$ cat config.mk
export PLATFORM = sky130hd
export DESIGN_NAME = tmr8_timer
export DESIGN_NICKNAME = d
export VERILOG_FILES = /design/src/design/tmr8_prescaler.v /design/src/design/tmr8_wave_chan.v /design/src/design/tmr8_timer.v
export VERILOG_INCLUDE_DIRS = /design/src /design/src/design
export SDC_FILE = /design/constraint.sdc
export NUM_CORES = 1
export LEC_CHECK = 0
export BUFFER_PORTS_ARGS = -buffer_cell sky130_fd_sc_hd__buf_2
export CAP_MARGIN = 10
export CELL_PAD_IN_SITES_DETAIL_PLACEMENT = 1
export CELL_PAD_IN_SITES_GLOBAL_PLACEMENT = 2
export CORE_MARGIN = 1
export CORE_UTILIZATION = 35
export CTS_BUF_LIST = sky130_fd_sc_hd__clkbuf_8
export DETAILED_ROUTE_END_ITERATION = 6
export PLACE_DENSITY = 0.95
export SETUP_SLACK_MARGIN = 0.15
export SYNTH_ARGS = -nofsm -noshare
export SYNTH_HDL_FRONTEND = slang
export SYNTH_SLANG_ARGS = --single-unit
$ cat constraint.sdc
create_clock -name clk_sys -period 3.3 [get_ports clk_sys]
set_input_delay 0.825 -clock clk_sys [delete_from_list [all_inputs] [get_ports clk_sys]]
set_output_delay 0.825 -clock clk_sys [all_outputs]
set_load 0.02 [all_outputs]
$ cat src/design/tmr8_defines.vh
// Purpose: constants for the 8-bit waveform timer
// Assumes: wishbone classic slave, 32-bit data, byte addresses
// Notes:   offsets, fields, reset values and prescale counts
// What this block does
// - mode 2: counter clears when equal compare A
// - mode 2: compare A flag each top
// - mode 2: late low top wraps via 0xFF
// - mode 2: action 1 toggles output A
// - pin driven only when direction is output
// - mode 2: overflow flag on MAX to 0x00
// - modes 3/7 single slope, top 0xFF or A
// - fast: 2 clears on match, 3 sets
// - fast: clear after top, bottom update there
// - fast: overflow flag at top
// - fast: action 1 toggles A if upper bit
// - fast buffers compare writes, mode 2 direct
// - fast: extreme compare A spike or constant
// - modes 1/5 dual slope, top 0xFF or A
// - dual: non-inverting clears up, sets down
// - dual: top held exactly one tick
// - dual: overflow flag at bottom
// - dual: action 1 toggles A if upper bit
// - dual: extreme compare gives constant level
// - dual: bottom change without match, two cases
// - prescale 1, 8, 64, 256 or 1024
// - match sets channel flag next tick
// - action 0 leaves output state alone
// - reset clears output state registers
`ifndef TMR8_DEFINES_VH
`define TMR8_DEFINES_VH
`define TMR8_ADR_CTRL   4'h0
`define TMR8_ADR_COUNT  4'h1
`define TMR8_ADR_CMPA   4'h2
`define TMR8_ADR_CMPB   4'h3
`define TMR8_ADR_FLAGS  4'h4
`define TMR8_ADR_DIR    4'h5
`define TMR8_F_MODE_LO  0
`define TMR8_F_MODE_HI  2
`define TMR8_F_CLKSEL_LO 3
`define TMR8_F_CLKSEL_HI 5
`define TMR8_F_ACTB_LO  8
`define TMR8_F_ACTB_HI  9
`define TMR8_F_ACTA_LO  10
`define TMR8_F_ACTA_HI  11
`define TMR8_FLAG_OVF   0
`define TMR8_FLAG_CMPA  1
`define TMR8_FLAG_CMPB  2
`define TMR8_MODE_NORMAL 3'h0
`define TMR8_MODE_PC_FF  3'h1
`define TMR8_MODE_CTC    3'h2
`define TMR8_MODE_FP_FF  3'h3
`define TMR8_MODE_PC_A   3'h5
`define TMR8_MODE_FP_A   3'h7
`define TMR8_MAX        8'hFF
`define TMR8_BOTTOM     8'h00
`define TMR8_CTRL_RST   12'h000
`define TMR8_DIV8       10'h007
`define TMR8_DIV64      10'h03F
`define TMR8_DIV256     10'h0FF
`define TMR8_DIV1024    10'h3FF
`endif

$ cat src/design/tmr8_prescaler.v
// Purpose: timer tick enable from the system clock
// Assumes: select 0 stops, 1..5 divide by 1,8,64,256,1024
// Notes:   one-cycle tick pulse
`timescale 1ns/1ps
`include "tmr8_defines.vh"
module tmr8_prescaler (
  // clock and reset
  input  wire       clk_sys,
  input  wire       rstn,
  // control
  input  wire [2:0] clkSel,
  // tick out
  output reg        tick
);
  reg [9:0] divCnt_reg;
  reg [9:0] limit;

  always @* begin
    case (clkSel)
      3'h2:    limit = `TMR8_DIV8;
      3'h3:    limit = `TMR8_DIV64;
      3'h4:    limit = `TMR8_DIV256;
      3'h5:    limit = `TMR8_DIV1024;
      default: limit = 10'h000;
    endcase
  end

  always @(posedge clk_sys) begin
    if (!rstn) begin
      divCnt_reg <= 10'h000;
      tick       <= 1'b0;
    end else if (clkSel == 3'h0 || clkSel > 3'h5) begin
      divCnt_reg <= 10'h000;
      tick       <= 1'b0;
    end else if (divCnt_reg >= limit) begin
      divCnt_reg <= 10'h000;
      tick       <= 1'b1;
    end else begin
      divCnt_reg <= divCnt_reg + 10'h001;
      tick       <= 1'b0;
    end
  end
endmodule

$ cat src/design/tmr8_wave_chan.v
// Purpose: one compare channel output state
// Assumes: match and direction already qualified per tick
// Notes:   toggle in PWM modes enabled by parent for channel A only
`timescale 1ns/1ps
`include "tmr8_defines.vh"
module tmr8_wave_chan (
  // clock and reset
  input  wire       clk_sys,
  input  wire       rstn,
  // timing
  input  wire       tick,
  input  wire       match,
  input  wire       atBottom,
  input  wire       atTop,
  input  wire       countUp,
  input  wire       cmpIsTop,
  input  wire       cmpIsZero,
  input  wire       startAbove,
  // configuration
  input  wire [1:0] action,
  input  wire       fastMode,
  input  wire       dualMode,
  input  wire       toggleOk,
  // output state
  output reg        waveState
);
  always @(posedge clk_sys) begin
    if (!rstn) begin
      waveState <= 1'b0;
    end else if (tick && action != 2'b00) begin
      if (action == 2'b01) begin
        if (toggleOk && match)
          waveState <= ~waveState;
      end else if (fastMode) begin
        if (atTop)
          waveState <= ~action[0]; // bottom update
        else if (match && !cmpIsTop)
          waveState <= action[0];
      end else if (dualMode) begin
        if (atBottom && cmpIsZero)
          waveState <= action[0]; // bottom compare holds idle level
        else if (atBottom && startAbove)
          waveState <= ~action[0];
        else if (match && cmpIsTop)
          waveState <= ~action[0]; // as down-match at top
        else if (match)
          waveState <= countUp ? action[0] : ~action[0];
      end else begin
        if (match)
          waveState <= action[0]; // non-pwm clear or set
      end
    end
  end
endmodule

$ cat src/design/tmr8_timer.v
// Purpose: 8-bit timer with CLEAR_ON_MATCH_MODE, fast and dual-slope PWM
// Assumes: wishbone classic slave, ack one cycle after stb
// Notes:   flags cleared by writing one, set wins
`timescale 1ns/1ps
`include "tmr8_defines.vh"
module tmr8_timer (
  // clock and reset
  input  wire        clk_sys,
  input  wire        rstn,
  // wishbone slave
  input  wire        wb_cyc_i,
  input  wire        wb_stb_i,
  input  wire        wb_we_i,
  input  wire [5:0]  wb_adr_i,
  input  wire [3:0]  wb_sel_i,
  input  wire [31:0] wb_dat_i,
  output reg  [31:0] wb_dat_o,
  output wire        wb_ack_o,
  // waveform pins
  output wire        waveOutA,
  output wire        waveOutAOe,
  output wire        waveOutB,
  output wire        waveOutBOe,
  // status
  output wire        overflowFlag,
  output wire        compareAFlag,
  output wire        compareBFlag
);
  reg  [11:0] ctrl_reg;
  reg  [7:0]  count_reg;
  reg  [7:0]  cmpA_reg;
  reg  [7:0]  cmpB_reg;
  reg  [7:0]  cmpABuf_reg;
  reg  [7:0]  cmpBBuf_reg;
  reg  [2:0]  flags_reg;
  reg  [1:0]  dir_reg;
  reg         countUp_reg;
  reg         blockMatch_reg;
  reg         matchA_reg;
  reg         matchB_reg;
  reg         ack_reg;
  reg         aboveA_reg;
  reg         aboveB_reg;
  reg  [7:0]  count_next;
  reg         countUp_next;
  wire        tick;
  wire [2:0]  mode;
  wire [1:0]  actA;
  wire [1:0]  actB;
  wire        fastMode;
  wire        dualMode;
  wire        ctcMode;
  wire        useCmpTop;
  wire [7:0]  topVal;
  wire        atTop;
  wire        atBottom;
  wire        rawMatchA;
  wire        rawMatchB;
  wire        busReq;
  wire        busWr;
  wire [3:0]  regIdx;
  wire        waveA;
  wire        waveB;
  wire        setOvf;
  wire        setCmpA;
  wire        setCmpB;
  wire        upperBit;
  wire        wrCtrl;
  wire        wrCount;
  wire        wrCmpA;
  wire        wrCmpB;
  wire        wrFlags;
  wire        wrDir;
  wire        clrOvf;
  wire        clrCmpA;
  wire        clrCmpB;
  wire        cmpAIsTop;
  wire        cmpAIsZero;
  wire        cmpBIsTop;
  wire        cmpBIsZero;
  wire        toggleOkA;
  wire        toggleOkB;
  reg         ovfEvent;
  reg  [31:0] readWord;

  // byte-lane write merge
  function [7:0] laneByte;
    input [31:0] data;
    input [3:0]  sel;
    input [7:0]  old;
    input [1:0]  lane;
    begin
      laneByte = sel[lane] ? data[lane*8 +: 8] : old;
    end
  endfunction

  // register select for a taken write
  function regHit;
    input       wrTaken;
    input [3:0] idx;
    input [3:0] want;
    begin
      regHit = wrTaken && (idx == want);
    end
  endfunction

  // write-one-to-clear flag, set wins
  function nextFlag;
    input setEv;
    input oldVal;
    input clrReq;
    begin
      nextFlag = setEv | (oldVal & ~clrReq);
    end
  endfunction

  assign mode      = ctrl_reg[`TMR8_F_MODE_HI:`TMR8_F_MODE_LO];
  assign actA      = ctrl_reg[`TMR8_F_ACTA_HI:`TMR8_F_ACTA_LO];
  assign actB      = ctrl_reg[`TMR8_F_ACTB_HI:`TMR8_F_ACTB_LO];
  assign upperBit  = mode[2];
  assign ctcMode   = (mode == `TMR8_MODE_CTC);
  assign fastMode  = (mode == `TMR8_MODE_FP_FF) || (mode == `TMR8_MODE_FP_A);
  assign dualMode  = (mode == `TMR8_MODE_PC_FF) || (mode == `TMR8_MODE_PC_A);
  assign useCmpTop = ctcMode || (mode == `TMR8_MODE_FP_A) || (mode == `TMR8_MODE_PC_A);
  assign topVal    = useCmpTop ? cmpA_reg : `TMR8_MAX;
  assign atTop     = (count_reg == topVal);
  assign atBottom  = (count_reg == `TMR8_BOTTOM);
  assign rawMatchA = (count_reg == cmpA_reg) && !blockMatch_reg;
  assign rawMatchB = (count_reg == cmpB_reg) && !blockMatch_reg;

  assign busReq = wb_cyc_i && wb_stb_i && !ack_reg;
  assign busWr  = busReq && wb_we_i;
  assign regIdx = wb_adr_i[5:2];
  assign wb_ack_o = ack_reg;

  assign wrCtrl     = regHit(busWr, regIdx, `TMR8_ADR_CTRL);
  assign wrCount    = regHit(busWr, regIdx, `TMR8_ADR_COUNT);
  assign wrCmpA     = regHit(busWr, regIdx, `TMR8_ADR_CMPA);
  assign wrCmpB     = regHit(busWr, regIdx, `TMR8_ADR_CMPB);
  assign wrFlags    = regHit(busWr, regIdx, `TMR8_ADR_FLAGS);
  assign wrDir      = regHit(busWr, regIdx, `TMR8_ADR_DIR);
  assign clrOvf     = wrFlags && wb_sel_i[0] && wb_dat_i[`TMR8_FLAG_OVF];
  assign clrCmpA    = wrFlags && wb_sel_i[0] && wb_dat_i[`TMR8_FLAG_CMPA];
  assign clrCmpB    = wrFlags && wb_sel_i[0] && wb_dat_i[`TMR8_FLAG_CMPB];
  assign cmpAIsTop  = (cmpA_reg == `TMR8_MAX);
  assign cmpAIsZero = (cmpA_reg == `TMR8_BOTTOM);
  assign cmpBIsTop  = (cmpB_reg == `TMR8_MAX);
  assign cmpBIsZero = (cmpB_reg == `TMR8_BOTTOM);
  assign toggleOkA  = !(fastMode || dualMode) || upperBit;
  assign toggleOkB  = !(fastMode || dualMode);

  tmr8_prescaler uPresc (
    .clk_sys (clk_sys),
    .rstn    (rstn),
    .clkSel  (ctrl_reg[`TMR8_F_CLKSEL_HI:`TMR8_F_CLKSEL_LO]),
    .tick    (tick)
  );

  // counter sequence
  always @* begin
    count_next   = count_reg;
    countUp_next = countUp_reg;
    if (dualMode) begin
      if (countUp_reg) begin
        if (atTop) begin
          countUp_next = 1'b0;
          count_next   = count_reg - 8'h01;
        end else begin
          count_next = count_reg + 8'h01;
        end
      end else if (atBottom) begin
        countUp_next = 1'b1;
        count_next   = count_reg + 8'h01;
      end else begin
        count_next = count_reg - 8'h01;
      end
    end else if ((fastMode || ctcMode) && atTop) begin
      count_next   = `TMR8_BOTTOM;
      countUp_next = 1'b1;
    end else begin
      count_next   = count_reg + 8'h01; // wraps through MAX
      countUp_next = 1'b1;
    end
  end

  // flag sources
  always @* begin
    case (mode)
      `TMR8_MODE_PC_FF,
      `TMR8_MODE_PC_A: ovfEvent = atBottom && !countUp_reg;
      `TMR8_MODE_FP_FF,
      `TMR8_MODE_FP_A: ovfEvent = atTop;
      default:         ovfEvent = (count_reg == `TMR8_MAX);
    endcase
  end
  assign setOvf  = tick && ovfEvent;
  assign setCmpA = tick && matchA_reg; // one tick after match
  assign setCmpB = tick && matchB_reg;

  // count, direction, match block, buffers
  always @(posedge clk_sys) begin
    if (!rstn) begin
      count_reg      <= `TMR8_BOTTOM;
      countUp_reg    <= 1'b1;
      blockMatch_reg <= 1'b0;
      cmpA_reg       <= `TMR8_BOTTOM;
      cmpB_reg       <= `TMR8_BOTTOM;
      aboveA_reg     <= 1'b0;
      aboveB_reg     <= 1'b0;
    end else begin
      if (wrCount && wb_sel_i[0]) begin
        count_reg      <= wb_dat_i[7:0];
        countUp_reg    <= 1'b1;
        blockMatch_reg <= 1'b1;
        aboveA_reg     <= (wb_dat_i[7:0] > cmpA_reg); // start above
        aboveB_reg     <= (wb_dat_i[7:0] > cmpB_reg);
      end else if (tick) begin
        count_reg      <= count_next;
        countUp_reg    <= countUp_next;
        blockMatch_reg <= 1'b0;
        if (atBottom) begin
          aboveA_reg <= 1'b0;
          aboveB_reg <= 1'b0;
        end
      end
      if (!(fastMode || dualMode)) begin
        cmpA_reg <= cmpABuf_reg; // direct in non-pwm
        cmpB_reg <= cmpBBuf_reg;
      end else if (tick && (fastMode ? atTop : (atTop && countUp_reg))) begin
        cmpA_reg <= cmpABuf_reg; // update at bottom or top
        cmpB_reg <= cmpBBuf_reg;
      end
    end
  end

  // registered match for flag timing
  always @(posedge clk_sys) begin
    if (!rstn) begin
      matchA_reg <= 1'b0;
      matchB_reg <= 1'b0;
    end else if (tick) begin
      matchA_reg <= rawMatchA;
      matchB_reg <= rawMatchB;
    end
  end

  // register writes and flags
  always @(posedge clk_sys) begin
    if (!rstn) begin
      ctrl_reg    <= `TMR8_CTRL_RST;
      cmpABuf_reg <= `TMR8_BOTTOM;
      cmpBBuf_reg <= `TMR8_BOTTOM;
      flags_reg   <= 3'b000;
      dir_reg     <= 2'b00;
    end else begin
      if (wrCtrl) begin
        ctrl_reg[7:0]  <= laneByte(wb_dat_i, wb_sel_i, ctrl_reg[7:0], 2'd0);
        ctrl_reg[11:8] <= wb_sel_i[1] ? wb_dat_i[11:8] : ctrl_reg[11:8];
      end
      if (wrCmpA)
        cmpABuf_reg <= laneByte(wb_dat_i, wb_sel_i, cmpABuf_reg, 2'd0);
      if (wrCmpB)
        cmpBBuf_reg <= laneByte(wb_dat_i, wb_sel_i, cmpBBuf_reg, 2'd0);
      if (wrDir && wb_sel_i[0])
        dir_reg <= wb_dat_i[1:0];
      flags_reg[`TMR8_FLAG_OVF]  <= nextFlag(setOvf, flags_reg[`TMR8_FLAG_OVF], clrOvf);
      flags_reg[`TMR8_FLAG_CMPA] <= nextFlag(setCmpA, flags_reg[`TMR8_FLAG_CMPA], clrCmpA);
      flags_reg[`TMR8_FLAG_CMPB] <= nextFlag(setCmpB, flags_reg[`TMR8_FLAG_CMPB], clrCmpB);
    end
  end

  // read data select
  always @* begin
    case (regIdx)
      `TMR8_ADR_CTRL:  readWord = {20'h00000, ctrl_reg};
      `TMR8_ADR_COUNT: readWord = {24'h000000, count_reg};
      `TMR8_ADR_CMPA:  readWord = {24'h000000, cmpABuf_reg};
      `TMR8_ADR_CMPB:  readWord = {24'h000000, cmpBBuf_reg};
      `TMR8_ADR_FLAGS: readWord = {26'h0000000, countUp_reg, waveB, waveA,
                                   flags_reg};
      `TMR8_ADR_DIR:   readWord = {30'h00000000, dir_reg};
      default:         readWord = 32'h00000000;
    endcase
  end

  // bus answer
  always @(posedge clk_sys) begin
    if (!rstn) begin
      ack_reg  <= 1'b0;
      wb_dat_o <= 32'h00000000;
    end else begin
      ack_reg <= busReq;
      if (busReq && !wb_we_i)
        wb_dat_o <= readWord;
    end
  end

  // waveform channels
  tmr8_wave_chan uChanA (
    .clk_sys    (clk_sys),
    .rstn       (rstn),
    .tick       (tick),
    .match      (rawMatchA),
    .atBottom   (atBottom),
    .atTop      (atTop),
    .countUp    (countUp_reg),
    .cmpIsTop   (cmpAIsTop),
    .cmpIsZero  (cmpAIsZero),
    .startAbove (aboveA_reg),
    .action     (actA),
    .fastMode   (fastMode),
    .dualMode   (dualMode),
    .toggleOk   (toggleOkA),
    .waveState  (waveA)
  );

  tmr8_wave_chan uChanB (
    .clk_sys    (clk_sys),
    .rstn       (rstn),
    .tick       (tick),
    .match      (rawMatchB),
    .atBottom   (atBottom),
    .atTop      (atTop),
    .countUp    (countUp_reg),
    .cmpIsTop   (cmpBIsTop),
    .cmpIsZero  (cmpBIsZero),
    .startAbove (aboveB_reg),
    .action     (actB),
    .fastMode   (fastMode),
    .dualMode   (dualMode),
    .toggleOk   (toggleOkB),
    .waveState  (waveB)
  );

  // pin drive
  assign waveOutA     = waveA;
  assign waveOutAOe   = dir_reg[0] && (actA != 2'b00);
  assign waveOutB     = waveB;
  assign waveOutBOe   = dir_reg[1] && (actB != 2'b00);
  assign overflowFlag = flags_reg[`TMR8_FLAG_OVF];
  assign compareAFlag = flags_reg[`TMR8_FLAG_CMPA];
  assign compareBFlag = flags_reg[`TMR8_FLAG_CMPB];
endmodule

Yosys cells after proc, flatten, opt, wreduce, memory -nomap -nowiden
Index checks and enable logic that the tools add are counted.
Widths: inputs -> output; s select.
Word-level totals
  register bits: 109
  input port bits: 47
  logic and storage cells: 199
Operators by class
  add/subtract/negate cells: 3
  magnitude comparators: 4
  eq/ne operators: 27
  muxes and demuxes: 51
  bitwise gates (word level): 14
  reductions and logical operators: 79
Operators by type and width (count)
  $mux 8: 12
  $pmux 12 s6: 1
  $pmux 10 s4: 1
  $logic_and 1x1->1: 39
  $mux 1: 36
  $eq 8x8->1: 3
  $eq 8x8->1 const B: 3
  $logic_not 8->1: 3
  $gt 8x8->1: 2
  $eq 3x2->1 const B: 4
  $eq 3x3->1 const B: 4
  $reduce_bool 6->1: 2
  $add 10x1->10 const B: 1
  $ge 10x10->1: 1
  $reduce_and 2->1: 5
  $reduce_and 5->1: 2
  $add 8x1->8 const B: 1
  $eq 4x2->1 const B: 2
  $eq 4x3->1 const B: 2
  $logic_or 1x1->1: 8
  $ne 4x1->1 const B: 2
  $not 1->1: 8
  $reduce_bool 2->1: 4
  $reduce_bool 4->1: 2
  other kinds (15): 30

Logic depth before layout (Yosys ltp)
Gate-level depths: netlist of the first run.
  depth after elaboration: 10
  mapped depth: 12

Modules after synthesis
From an unflattened synthesis of the first run, not the netlist that was laid out.
Second synthesis, totals
  cell total of the unflattened synthesis: 685
  area total of the unflattened synthesis: 5637.9 sq um
By module, submodules not included
  tmr8_timer: instances 1, cells each 557, area each 4573.1 sq um
  tmr8_prescaler: instances 1, cells each 82, area each 732.0 sq um
  tmr8_wave_chan: instances 2, cells each 23, area each 166.4 sq um

Worst setup path before layout of the first run
OpenSTA, ideal clock, no wires.
  path type: reg-to-reg
  start point: register ctrl_reg[0]
  end point: register count_reg[7]
  setup time: 122 ps
  arrival: 2571 ps
  data required time: 3178 ps
  setup slack: 607 ps
  stages on the path, launching flop included: 10
  path buffers: 1
  clock period less this slack: 2693 ps
  path through: dfxtp_1 -> buf_6 -> or3b_1 -> a221o_1 -> a2111oi_4 -> nand2_2 -> a21oi_4 -> mux2i_1 -> nor2_1 -> o32a_1
Between the ends
  cells in the longest elaborated chain, start to end: 10
  elaborated cells between the ends (all ways): 19
  classes of those cells: eq/ne: 6; mux: 7; reduce/logical: 6
RTL lines
  start: declaration: RTL line tmr8_timer.v:29  | reg [11:0] ctrl_reg;
  start signal: assignment: RTL line tmr8_timer.v:250  | ctrl_reg <= `TMR8_CTRL_RST;
  start signal: assignment: RTL line tmr8_timer.v:257  | ctrl_reg[7:0] <= laneByte(wb_dat_i, wb_sel_i, ctrl_reg[7:0], 2'd0);
  $eq 3x2->1 (no source line) or $eq 3x3->1 (tied branches)
  $logic_or 1x1->1 (2 in a row): RTL line tmr8_timer.v:124  | assign useCmpTop = ctcMode || (mode == `TMR8_MODE_FP_A) || (mode == `TMR8_MODE_PC_A);
  $mux 8 (no source line)
  $eq 8x8->1: RTL line tmr8_timer.v:126  | assign atTop = (count_reg == topVal);
  $mux 8 or $logic_and 1x1->1 (tied branches): RTL line tmr8_timer.v:165, tmr8_timer.v:177
  $mux 8, on equally long branches: RTL line tmr8_timer.v:164, tmr8_timer.v:177
  $mux 8 (*): RTL line tmr8_timer.v:163  | if (dualMode) begin
  $mux 8 (*): RTL line tmr8_timer.v:217  | end else if (tick) begin
  $mux 8 (*): RTL line tmr8_timer.v:211  | if (wrCount && wb_sel_i[0]) begin
  end signal: assignment: RTL line tmr8_timer.v:203  | count_reg <= `TMR8_BOTTOM;
  end signal: assignment: RTL line tmr8_timer.v:212  | count_reg <= wb_dat_i[7:0];
  end signal: assignment: RTL line tmr8_timer.v:218  | count_reg <= count_next;
  end: declaration: RTL line tmr8_timer.v:30  | reg [7:0] count_reg;
Every way passes the cells marked *; elsewhere a longest branch is shown, timed or not. The select of a mux whose other input is x is not followed.
A chain may end at the register's enable or synchronous reset.

Worst setup path after layout of the first run
  start point: register count_reg[2]
  end point: register count_reg[7]
Between the ends
  cells in the longest elaborated chain, start to end: 6
  elaborated cells between the ends (all ways): 12
  classes of those cells: add/sub: 2; eq/ne: 1; mux: 7; reduce/logical: 2
RTL lines
  $sub 8x1->8 (tied with other cells): RTL line tmr8_timer.v:167, tmr8_timer.v:175
  $mux 8 (tied with other cells): RTL line tmr8_timer.v:171  | end else if (atBottom) begin
  $mux 8, on equally long branches: RTL line tmr8_timer.v:164, tmr8_timer.v:177
  $mux 8 (*): RTL line tmr8_timer.v:163
  $mux 8 (*): RTL line tmr8_timer.v:217
  $mux 8 (*): RTL line tmr8_timer.v:211
Marked as above.

==> flow_summary_export.csv, run 1 <==
group,metric,value,unit
outcome,run_status,"completed",
cells_and_area,syn2layout_area_growth,9.49,%
grt,gr-usage-all-layers,0.224,
run,maxCapViolations,0,
sta,finalCriticalPeriod,2880,ps
setup_path,path_depth,8,
die,die_height,128,um
clock_network,clock_tree_from_tritoncts,"yes",
cells_and_area,layout.cells.most_common_list,"106 x sky130_fd_sc_hd__nor2_1, 89 x sky130_fd_sc_hd__dfxtp_1, 48 x sky130_fd_sc_hd__a21oi_1",
setup_path,path_delay_family,"compound AO/OA/AOI/OAI gates",
logic_synthesis,post_synth.cell_area_avg,8.02,um2
clock_network,tritoncts_num_sinks,89,
logic_synthesis,ys_top_cells_by_area,"sky130_fd_sc_hd__dfxtp_1 32%, sky130_fd_sc_hd__mux2i_1 7.2%, sky130_fd_sc_hd__nor2_1 7.2%, sky130_fd_sc_hd__ha_1 6.8%, sky130_fd_sc_hd__a21oi_1 4.3%",
grt,gr-usage-met3,0.0426,
sta,worst-slew-pin-transition,713,ps
power_and_ir_drop,cellLeakagePower,2.36,nW
logic_synthesis,synth_enable_flop_cells,0,
logic_synthesis,netlist.top_cell.by_area,"sky130_fd_sc_hd__dfxtp_1",
cells_and_area,final_nets,794,
sta,finalSetupViolations,0,
clock_network,buffer_count_from_post_cts_setup_fixing,0,
sta,timing.hold.ws,464,ps
setup_path,worst-r2r-setup-slack,420,ps
routing,drt.antenna.violating_nets,0,
grt,grt_start_max_net_pins,32,
logic_synthesis,postSynthRegisterBits,89,
placed_design,estimated_wirelength_of_the_detail_placed_design,13400,um
setup_path,max_stage_delay,630,ps
setup_path,crit_end,"count_reg[7]",
sta,report.final.slew_viol_count,0,
sta,finalClockSkew,22.3,ps
routing,drt_first_iter_violations,337,
logic_synthesis,synth_sequential_area_ratio,0.322,
power_and_ir_drop,totalPowerFinal,0.00222,W
setup_path,critical_path.n_buffers_inverters,0,
sta,max-slew-margin-rel,0.521,
setup_path,timing.critical_path.required,3570,ps
routing,drt_pass1_iterations,4,
clock_network,post_cts_resize_count,0,
grt,grt.met1_usage,0.275,
cells_and_area,post_route_cells_drive_above_1_share,0.133,
logic_synthesis,yosysUniqueCellTypes,67,
clock_network,ctsHoldBuffers,0,
sta,fin_crit_sh,0.873,
routing,avgViaCountPerCell,5.58,
power_and_ir_drop,ir_drop,0.219,mV
setup_path,reg2reg_to,"count_reg[7]",
grt,global_route.peak_usage_layer,"met2",
grt,grt_antenna_before_repair,0,
placed_design,place.gp.congestion,0.896,
clock_network,number_of_clock_buffers_inserted_by_tritoncts,9,
setup_path,cp-end-kind,"register",
sta,finalHoldViolCount,0,
clock_network,clock_path_buffers,2,
logic_synthesis,synth_ff_type,"sky130_fd_sc_hd__dfxtp_1",
cells_and_area,nFillCells,1925,
setup_path,crit_slowest_cell,"sky130_fd_sc_hd__dfxtp_1",
die,fp.coreArea,15300,um2
die,floorplan.initialDensity,0.361,
grt,number_of_global_route_vias_before_repair,5555,
setup_path,rr_worst_depth,8,
sta,setup_tns,0,ps
routing,post_drt_wl_per_cell,18.8,um
setup_path,worst_setup_path_startpoint,"count_reg[2]",
routing,vias,5203,
setup_path,path_max_fanout,10,
cells_and_area,antenna_cells,0,
setup_path,kind_of_start_point_of_the_critical_path,"register",
setup_path,worstSetupPathType,"reg2reg",
logic_synthesis,netlist.area_leader.share,0.322,
hold_path,worst_hold_path_type,"reg2reg",
sta,clock.fmax,347,MHz
logic_synthesis,yosys_warnings,0,
setup_path,timing.critical_path.cells,"nand4_1 > or2_2 > a2111oi_4 > nand2_2 > a21oi_4 > mux2i_1 > nor2_1 > o32a_1",
placed_design,buffer_ports.inserted,42,
die,die_area,16300,um2
power_and_ir_drop,total_power_per_unit_cell_area,367,nW/um2
grt,grt_pass1_wl,28400,um
grt,grt-ovfl-total,0,
die,num_rows,45,
logic_synthesis,count_of_mapped_cells_out_of_synthesis,690,
logic_synthesis,async_flop_share,0,
clock_network,cell_at_the_root_of_the_clock_tree,"sky130_fd_sc_hd__clkbuf_8",
logic_synthesis,synth_area,5540,um2
grt,globalRouteMet2Util,0.379,
sta,grt_setup_unrepaired,"false",
setup_path,arrival,3150,ps
clock_network,worst_skew_pair_later_pin_latency,390,ps
setup_path,worst_r2r_startpoint,"count_reg[2]",
die,boundaryPins,87,
die,die_width,128,um
cells_and_area,most_common_cell_after_layout_fill_and_taps_aside,"sky130_fd_sc_hd__nor2_1",
clock_network,clk_pin_slew,110,ps
routing,drt-total-wl,17500,um
routing,drt_drc_violations_left,0,
clock_network,cts.htree.levels,3,
cells by family (layout without fill, tap and decap cells):
| logic type | count (synthesis) | in the layout | synth area share |
|---|---|---|---|
| simple gates | 256 | 256 | 0.222 |
| compound gates | 158 | 158 | 0.192 |
| buf+inv | 92 | 105 | 0.0787 |
| flops | 89 | 89 | 0.322 |
| mux | 45 | 45 | 0.0872 |
| fa+ha+maj | 30 | 30 | 0.0678 |
| xor+xnor | 19 | 19 | 0.0301 |
| other cells | 1 | 20 | 0.000677 |
worst reg2reg max path, stage by stage, from the launching register on:
cell and delay [ps]:
sky130_fd_sc_hd__dfxtp_1 630, sky130_fd_sc_hd__nand4_1 270, sky130_fd_sc_hd__or2_2 380, sky130_fd_sc_hd__a2111oi_4 340
sky130_fd_sc_hd__nand2_2 150, sky130_fd_sc_hd__a21oi_4 310, sky130_fd_sc_hd__mux2i_1 260, sky130_fd_sc_hd__nor2_1 60
sky130_fd_sc_hd__o32a_1 340
report_power, final:
group	internal (W)	switching [W]
sequential	0.00109	0.0000532
combinational	0.000149	0.000232
clock	0.000272	0.000428
total	0.00151	0.000713
cell type report:
class | instances | area [um2] | area share
flip-flops and latches | 89 | 1780 | 0.294
well taps | 211 | 264 | 0.0436
inverters | 30 | 113 | 0.0186
multi-input cells | 528 | 3390 | 0.560
clock inverters | 7 | 47.5 | 0.00784
clock buffers | 9 | 124 | 0.0204
repair buffers | 59 | 338 | 0.0557
synth_stat cells (9+ instances only):
library cell,count
sky130_fd_sc_hd__a21oi_1,48
sky130_fd_sc_hd__a22oi_1,16
sky130_fd_sc_hd__buf_4,20
sky130_fd_sc_hd__clkbuf_1,33
sky130_fd_sc_hd__dfxtp_1,89
sky130_fd_sc_hd__ha_1,30
sky130_fd_sc_hd__inv_1,29
sky130_fd_sc_hd__mux2i_1,40
sky130_fd_sc_hd__nand2_1,40
sky130_fd_sc_hd__nand2b_1,12
sky130_fd_sc_hd__nand3_1,22
sky130_fd_sc_hd__nand4_1,15
sky130_fd_sc_hd__nor2_1,106
sky130_fd_sc_hd__nor2b_1,10
sky130_fd_sc_hd__nor3_1,13
sky130_fd_sc_hd__nor4_1,14
sky130_fd_sc_hd__o21a_1,12
sky130_fd_sc_hd__o21ai_0,20
sky130_fd_sc_hd__o22ai_1,9
sky130_fd_sc_hd__xnor2_1,14
through the flow:
step	utilization	instance area [um2]	instances	setup WS [ps]
floorplan	-	5610	709	607
detailed placement	0.385	5890	917	416
finish	0.396	6060	933	420
global route	0.396	6060	933	300
global placement	0.385	5890	917	444
CTS	0.396	6060	933	465
worst min-delay path by stage:
| stage | startpoint | end | cells after the start | slack, ps |
|---|---|---|---|---|
| 2_1_floorplan | aboveA_reg | aboveA_reg | 2 | 440 |
| 3_3_place_gp | wb_dat_o[11] | wb_dat_o[11] | 2 | 440 |
| 3_5_place_dp | wb_dat_o[11] | wb_dat_o[11] | 2 | 460 |
| 4_1_cts | wb_dat_o[11] | wb_dat_o[11] | 2 | 470 |
| 5_1_grt | wb_dat_o[11] | wb_dat_o[11] | 2 | 500 |
| 6_report | wb_dat_o[11] | wb_dat_o[11] | 2 | 460 |
per-layer routing:
metal | share of wire | vias up
li1 | - | 2478
met1 | 0.44 | 2557
met2 | 0.49 | 133
met3 | 0.043 | 35
met4 | 0.026 | 0
met5 | 0 | -
Power figures use the tool's default switching activity.
==> run 2, diff against run 1 <==
--- a/config.mk
+++ b/config.mk
@@ -14,7 +14,8 @@
 export CORE_UTILIZATION = 35
 export CTS_BUF_LIST = sky130_fd_sc_hd__clkbuf_8
 export DETAILED_ROUTE_END_ITERATION = 6
-export PLACE_DENSITY = 0.95
+export GPL_TIMING_DRIVEN = 0
+export PLACE_DENSITY = 0.89
 export SETUP_SLACK_MARGIN = 0.15
 export SYNTH_ARGS = -nofsm -noshare
 export SYNTH_HDL_FRONTEND = slang
==> run 2 against run 1 <==
Compared with the run above:
- cell area increased by 4.0%
- sequential share of layout area decreased by 1.1 points
- via count increased by 2.7%
- register-to-register slack got worse by 220 ps
- combinational power increased by 20%
- wire length increased by 6.3%
==> flow_summary_export.csv, run 2 (synthesis results as in run 1) <==
group,metric,value,unit
sta,report.final.slew_viol_count,0,
die,boundaryPins,87,
sta,grt_setup_unrepaired,"true",
clock_network,tritoncts_num_sinks,89,
die,die_width,128,um
routing,post_drt_wl_per_cell,19.1,um
grt,grt.met1_usage,0.308,
power_and_ir_drop,total_power_per_unit_cell_area,379,nW/um2
setup_path,worstSetupPathType,"reg2reg",
sta,finalSetupViolations,0,
sta,finalCriticalPeriod,3100,ps
clock_network,clk_pin_slew,90,ps
sta,fin_crit_sh,0.938,
clock_network,cell_at_the_root_of_the_clock_tree,"sky130_fd_sc_hd__clkbuf_8",
cells_and_area,nFillCells,1950,
power_and_ir_drop,clockPowerShare,0.352,
power_and_ir_drop,switching_power,0.000711,W
clock_network,number_of_clock_buffers_inserted_by_tritoncts,9,
routing,drt_pass1_iterations,5,
cells_and_area,final_cells,977,
die,floorplan.initialDensity,0.361,
power_and_ir_drop,combPwrFrac,0.191,
clock_network,buffer_count_from_post_cts_setup_fixing,0,
power_and_ir_drop,cellLeakagePower,2.49,nW
die,die_area,16300,um2
routing,vias,5342,
clock_network,clock_path_buffers,2,
clock_network,cts.htree.levels,3,
grt,global_route.peak_usage_layer,"met2",
sta,worst-slew-pin-transition,806,ps
setup_path,path_max_fanout,9,
cells_and_area,syn2layout_area_growth,13.9,%
power_and_ir_drop,power_switching_share,0.297,
hold_path,worst_hold_path_type,"reg2reg",
setup_path,arrival,3370,ps
cells_and_area,antenna_cells,0,
power_and_ir_drop,proportion_of_power_drawn_by_flip_flops_and_latches,0.457,
grt,globalRouteMet2Util,0.400,
die,fp.coreArea,15300,um2
cells_and_area,final_nets,838,
routing,drt.antenna.violating_nets,0,
grt,gr-usage-met3,0.0359,
cells_and_area,post_route_cells_drive_above_1_share,0.140,
die,die_height,128,um
grt,grt-ovfl-total,0,
grt,grt_start_max_net_pins,15,
sta,post-route-worst-setup-slack,205,ps
setup_path,timing.critical_path.required,3570,ps
setup_path,cp-end-kind,"register",
sta,finalHoldViolCount,0,
power_and_ir_drop,ir_drop,0.206,mV
routing,drt-total-wl,18600,um
clock_network,ctsHoldBuffers,0,
routing,drt_first_iter_violations,344,
placed_design,place.gp.congestion,0.892,
grt,grt_pass1_wl,29500,um
sta,clock.fmax,323,MHz
placed_design,place_inst,961,
placed_design,estimated_wirelength_of_the_detail_placed_design,14500,um
setup_path,kind_of_start_point_of_the_critical_path,"register",
power_and_ir_drop,p_int,0.00168,W
routing,drt_drc_violations_left,0,
clock_network,clock_tree_from_tritoncts,"yes",
clock_network,worst_skew_pair_later_pin_latency,390,ps
grt,grt_antenna_before_repair,0,
cells_and_area,most_common_cell_after_layout_fill_and_taps_aside,"sky130_fd_sc_hd__nor2_1",
placed_design,placement.setup.worst_slack,16.3,ps
sta,max-slew-margin-rel,0.463,
outcome,run_status,"completed",
grt,number_of_global_route_vias_before_repair,5417,
run,maxCapViolations,0,
cells_and_area,layout.cells.most_common_list,"106 x sky130_fd_sc_hd__nor2_1, 89 x sky130_fd_sc_hd__dfxtp_1, 48 x sky130_fd_sc_hd__a21oi_1",
sta,finalClockSkew,13.6,ps
grt,gr-usage-all-layers,0.237,
sta,setup_tns,0,ps
die,num_rows,45,
placed_design,buffer_ports.inserted,41,
routing,avgViaCountPerCell,5.47,
run 2: changes by cell type in the layout (fill, tap and decap cells not counted), sizes merged:
| cell | previous run | this run |
|---|---|---|
| buf | 59 | 70 |
| bufinv | 0 | 2 |
| clkbuf | 9 | 42 |
| clkinv | 5 | 3 |
| clkinvlp | 2 | 1 |
| inv | 30 | 31 |
run 2: through the flow:
step | hold WS (ps) | utilization | total power (W) | cell area, um2
5_1_grt | 495 | 0.412 | 0.00248 | 6310
2_1_floorplan | 442 | - | 0.00142 | 5610
3_5_place_dp | 456 | 0.397 | 0.00155 | 6080
3_3_place_gp | 440 | 0.397 | 0.00154 | 6080
6_report | 460 | 0.412 | 0.00239 | 6310
4_1_cts | 470 | 0.411 | 0.00239 | 6300
run 2: final timing paths:
path | from | endpoint | slack (ps) | depth (start not counted)
setup reg to reg | ctrl_reg[0] | count_reg[7] | 200 | 9
hold reg to reg | wb_dat_o[8] | wb_dat_o[8] | 460 | 2
setup / recovery | ctrl_reg[0] | count_reg[7] | 200 | 9
hold / removal | wb_dat_o[8] | wb_dat_o[8] | 460 | 2
run 2: power groups by stage:
stage               logic (W)  clock network [W]  registers (W)
finish               0.000456           0.000842        0.00109
global placement     0.000423                  0        0.00112
floorplan            0.000307                  0        0.00112
global route         0.000489           0.000897        0.00109
CTS                  0.000447           0.000854        0.00109
detailed placement   0.000434                  0        0.00112
run 2: per-layer routing:
metal	share of wire	wire length, um
met5	0	0
met4	0.016	307
met2	0.48	8850
met1	0.47	8690
met3	0.042	788
run 2: final cells by class:
type	count	area, um2	area share
timing repair buffer	41	205	0.0325
buffer	62	327	0.0518
inverter	30	113	0.0179
clock inverter	7	86.3	0.0137
clock buffer	9	124	0.0196
tap	211	264	0.0419
sequential	89	1780	0.283
multi-input combinational	528	3410	0.540
run 2: what timing repair did:
action	CTS	global route
endpoints found under the setup margin	3	18
cloned	0	0
gates resized for setup	2	5
run 2: worst max-delay path, cell delays in order, from the launching register on:
cell and delay, ps:
sky130_fd_sc_hd__dfxtp_1 330, sky130_fd_sc_hd__buf_6 130, sky130_fd_sc_hd__or3b_1 400, sky130_fd_sc_hd__a221o_1 390, sky130_fd_sc_hd__a2111oi_4 560, sky130_fd_sc_hd__nand2_2 180
sky130_fd_sc_hd__a21oi_4 320, sky130_fd_sc_hd__mux2i_1 260, sky130_fd_sc_hd__nor2_1 70, sky130_fd_sc_hd__o32a_1 350
==> run 3, diff against run 2 <==
--- a/config.mk
+++ b/config.mk
@@ -14,9 +14,9 @@
 export CORE_UTILIZATION = 35
 export CTS_BUF_LIST = sky130_fd_sc_hd__clkbuf_8
 export DETAILED_ROUTE_END_ITERATION = 6
-export GPL_TIMING_DRIVEN = 0
 export PLACE_DENSITY = 0.89
 export SETUP_SLACK_MARGIN = 0.15
+export SLEW_MARGIN = 25
 export SYNTH_ARGS = -nofsm -noshare
 export SYNTH_HDL_FRONTEND = slang
 export SYNTH_SLANG_ARGS = --single-unit
==> run 3 against run 2 <==
Compared with the run above:
- first-iteration DRC count down 11%
- critical path type unchanged
- critical path depth down 1
- fmax up 6.2%
- sequential share of layout area up 1.1 points
- non-clock buffer count down 44
- die area unchanged
==> flow_summary_export.csv, run 3 (synthesis results as in run 1) <==
group,metric,value,unit
power_and_ir_drop,totalPowerFinal,0.00225,W
placed_design,estimated_wirelength_of_the_detail_placed_design,13000,um
sta,max-slew-margin-rel,0.573,
clock_network,cell_at_the_root_of_the_clock_tree,"sky130_fd_sc_hd__clkbuf_8",
sta,grt_setup_unrepaired,"false",
die,die_width,128,um
grt,gr-usage-all-layers,0.222,
power_and_ir_drop,total_power_per_unit_cell_area,370,nW/um2
grt,grt-ovfl-total,0,
sta,finalCriticalPeriod,2910,ps
die,boundaryPins,87,
die,num_rows,45,
setup_path,timing.critical_path.required,3580,ps
sta,setup_tns,0,ps
clock_network,tritoncts_num_sinks,89,
routing,vias,5162,
setup_path,worstSetupPathType,"reg2reg",
die,fp.coreArea,15300,um2
sta,finalSetupViolations,0,
grt,grt_start_max_net_pins,35,
setup_path,kind_of_start_point_of_the_critical_path,"register",
placed_design,buffer_ports.inserted,42,
outcome,run_status,"completed",
hold_path,worst_hold_path_type,"reg2reg",
routing,drt_first_iter_violations,307,
clock_network,worst_skew_pair_later_pin_latency,380,ps
die,die_area,16300,um2
cells_and_area,antenna_cells,0,
grt,grt_pass1_wl,28000,um
cells_and_area,layout.cells.most_common_list,"106 x sky130_fd_sc_hd__nor2_1, 89 x sky130_fd_sc_hd__dfxtp_1, 48 x sky130_fd_sc_hd__a21oi_1",
clock_network,buffer_count_from_post_cts_setup_fixing,0,
die,floorplan.initialDensity,0.361,
sta,finalHoldViolCount,0,
cells_and_area,final_nets,794,
clock_network,clock_tree_from_tritoncts,"yes",
clock_network,cts.htree.levels,3,
setup_path,arrival,3190,ps
clock_network,clock_path_buffers,2,
cells_and_area,post_route_cells_drive_above_1_share,0.132,
grt,grt_antenna_before_repair,0,
clock_network,clk_pin_slew,100,ps
clock_network,post_cts_resize_count,0,
sta,fin_crit_sh,0.883,
sta,worst-slew-pin-transition,639,ps
power_and_ir_drop,cellLeakagePower,2.37,nW
sta,timing.hold.ws,457,ps
cells_and_area,multi_input_area,3390,um2
placed_design,place.gp.congestion,0.843,
power_and_ir_drop,ir_drop,0.233,mV
cells_and_area,syn2layout_area_growth,9.65,%
cells_and_area,nFillCells,1908,
die,die_height,128,um
routing,drt_drc_violations_left,0,
routing,drt.antenna.violating_nets,0,
sta,clock.fmax,343,MHz
grt,number_of_global_route_vias_before_repair,5264,
routing,drt-total-wl,17200,um
cells_and_area,most_common_cell_after_layout_fill_and_taps_aside,"sky130_fd_sc_hd__nor2_1",
routing,drt_pass1_iterations,5,
cells_and_area,regArea,1780,um2
routing,avgViaCountPerCell,5.53,
clock_network,number_of_clock_buffers_inserted_by_tritoncts,9,
sta,finalClockSkew,9.95,ps
routing,post_drt_wl_per_cell,18.5,um
run,maxCapViolations,0,
sta,report.final.slew_viol_count,0,
clock_network,ctsHoldBuffers,0,
setup_path,cp-end-kind,"register",
setup_path,path_max_fanout,8,
-- run 3: cell type report --
type / instances / area share
Sequential cell: 89 / 0.294
Multi-Input combinational cell: 528 / 0.559
Inverter: 30 / 0.0186
Tap cell: 211 / 0.0435
Clock inverter: 6 / 0.00701
Clock buffer: 10 / 0.0227
Timing Repair Buffer: 59 / 0.0557
-- run 3: final timing paths --
check / end / startpoint / depth (start not counted) / slack (ps)
setup reg to reg: count_reg[7] / ctrl_reg[2] / 8 / 390
hold reg to reg: wb_dat_o[8] / wb_dat_o[8] / 2 / 460
setup / recovery: count_reg[7] / ctrl_reg[2] / 8 / 390
hold / removal: wb_dat_o[8] / wb_dat_o[8] / 2 / 460
-- run 3: metrics by stage --
step	area [um2]	utilization	cells	setup slack [ps]
CTS	6070	0.396	933	397
global placement	5890	0.385	917	453
global route	6070	0.396	933	227
finish	6070	0.396	933	386
detailed placement	5890	0.385	917	387
floorplan	5610	-	709	607
-- run 3: worst max-delay path, stage by stage, from the launching register on --
cell                        delay, ps
sky130_fd_sc_hd__dfxtp_1          410
sky130_fd_sc_hd__or3b_1           430
sky130_fd_sc_hd__a221o_1          380
sky130_fd_sc_hd__a2111oi_4        420
sky130_fd_sc_hd__nand2_2          150
sky130_fd_sc_hd__a21oi_4          320
sky130_fd_sc_hd__mux2i_1          280
sky130_fd_sc_hd__nor2_1            60
sky130_fd_sc_hd__o32a_1           340
-- run 3: power breakdown --
group,internal (W),leakage [nW],switching [W]
clock network,0.000299,0.0997,0.000437
logic,0.000148,1.55,0.000224
registers,0.00109,0.718,0.0000516
total,0.00154,2.37,0.000713
-- run 3: layer usage --
metal | vias to the layer above | global-route usage | part of all wire
met5 | - | 0 | 0
met4 | 0 | 0.0651 | 0.020
met3 | 24 | 0.0396 | 0.038
met2 | 110 | 0.380 | 0.49
met1 | 2553 | 0.285 | 0.46
li1 | 2475 | - | -
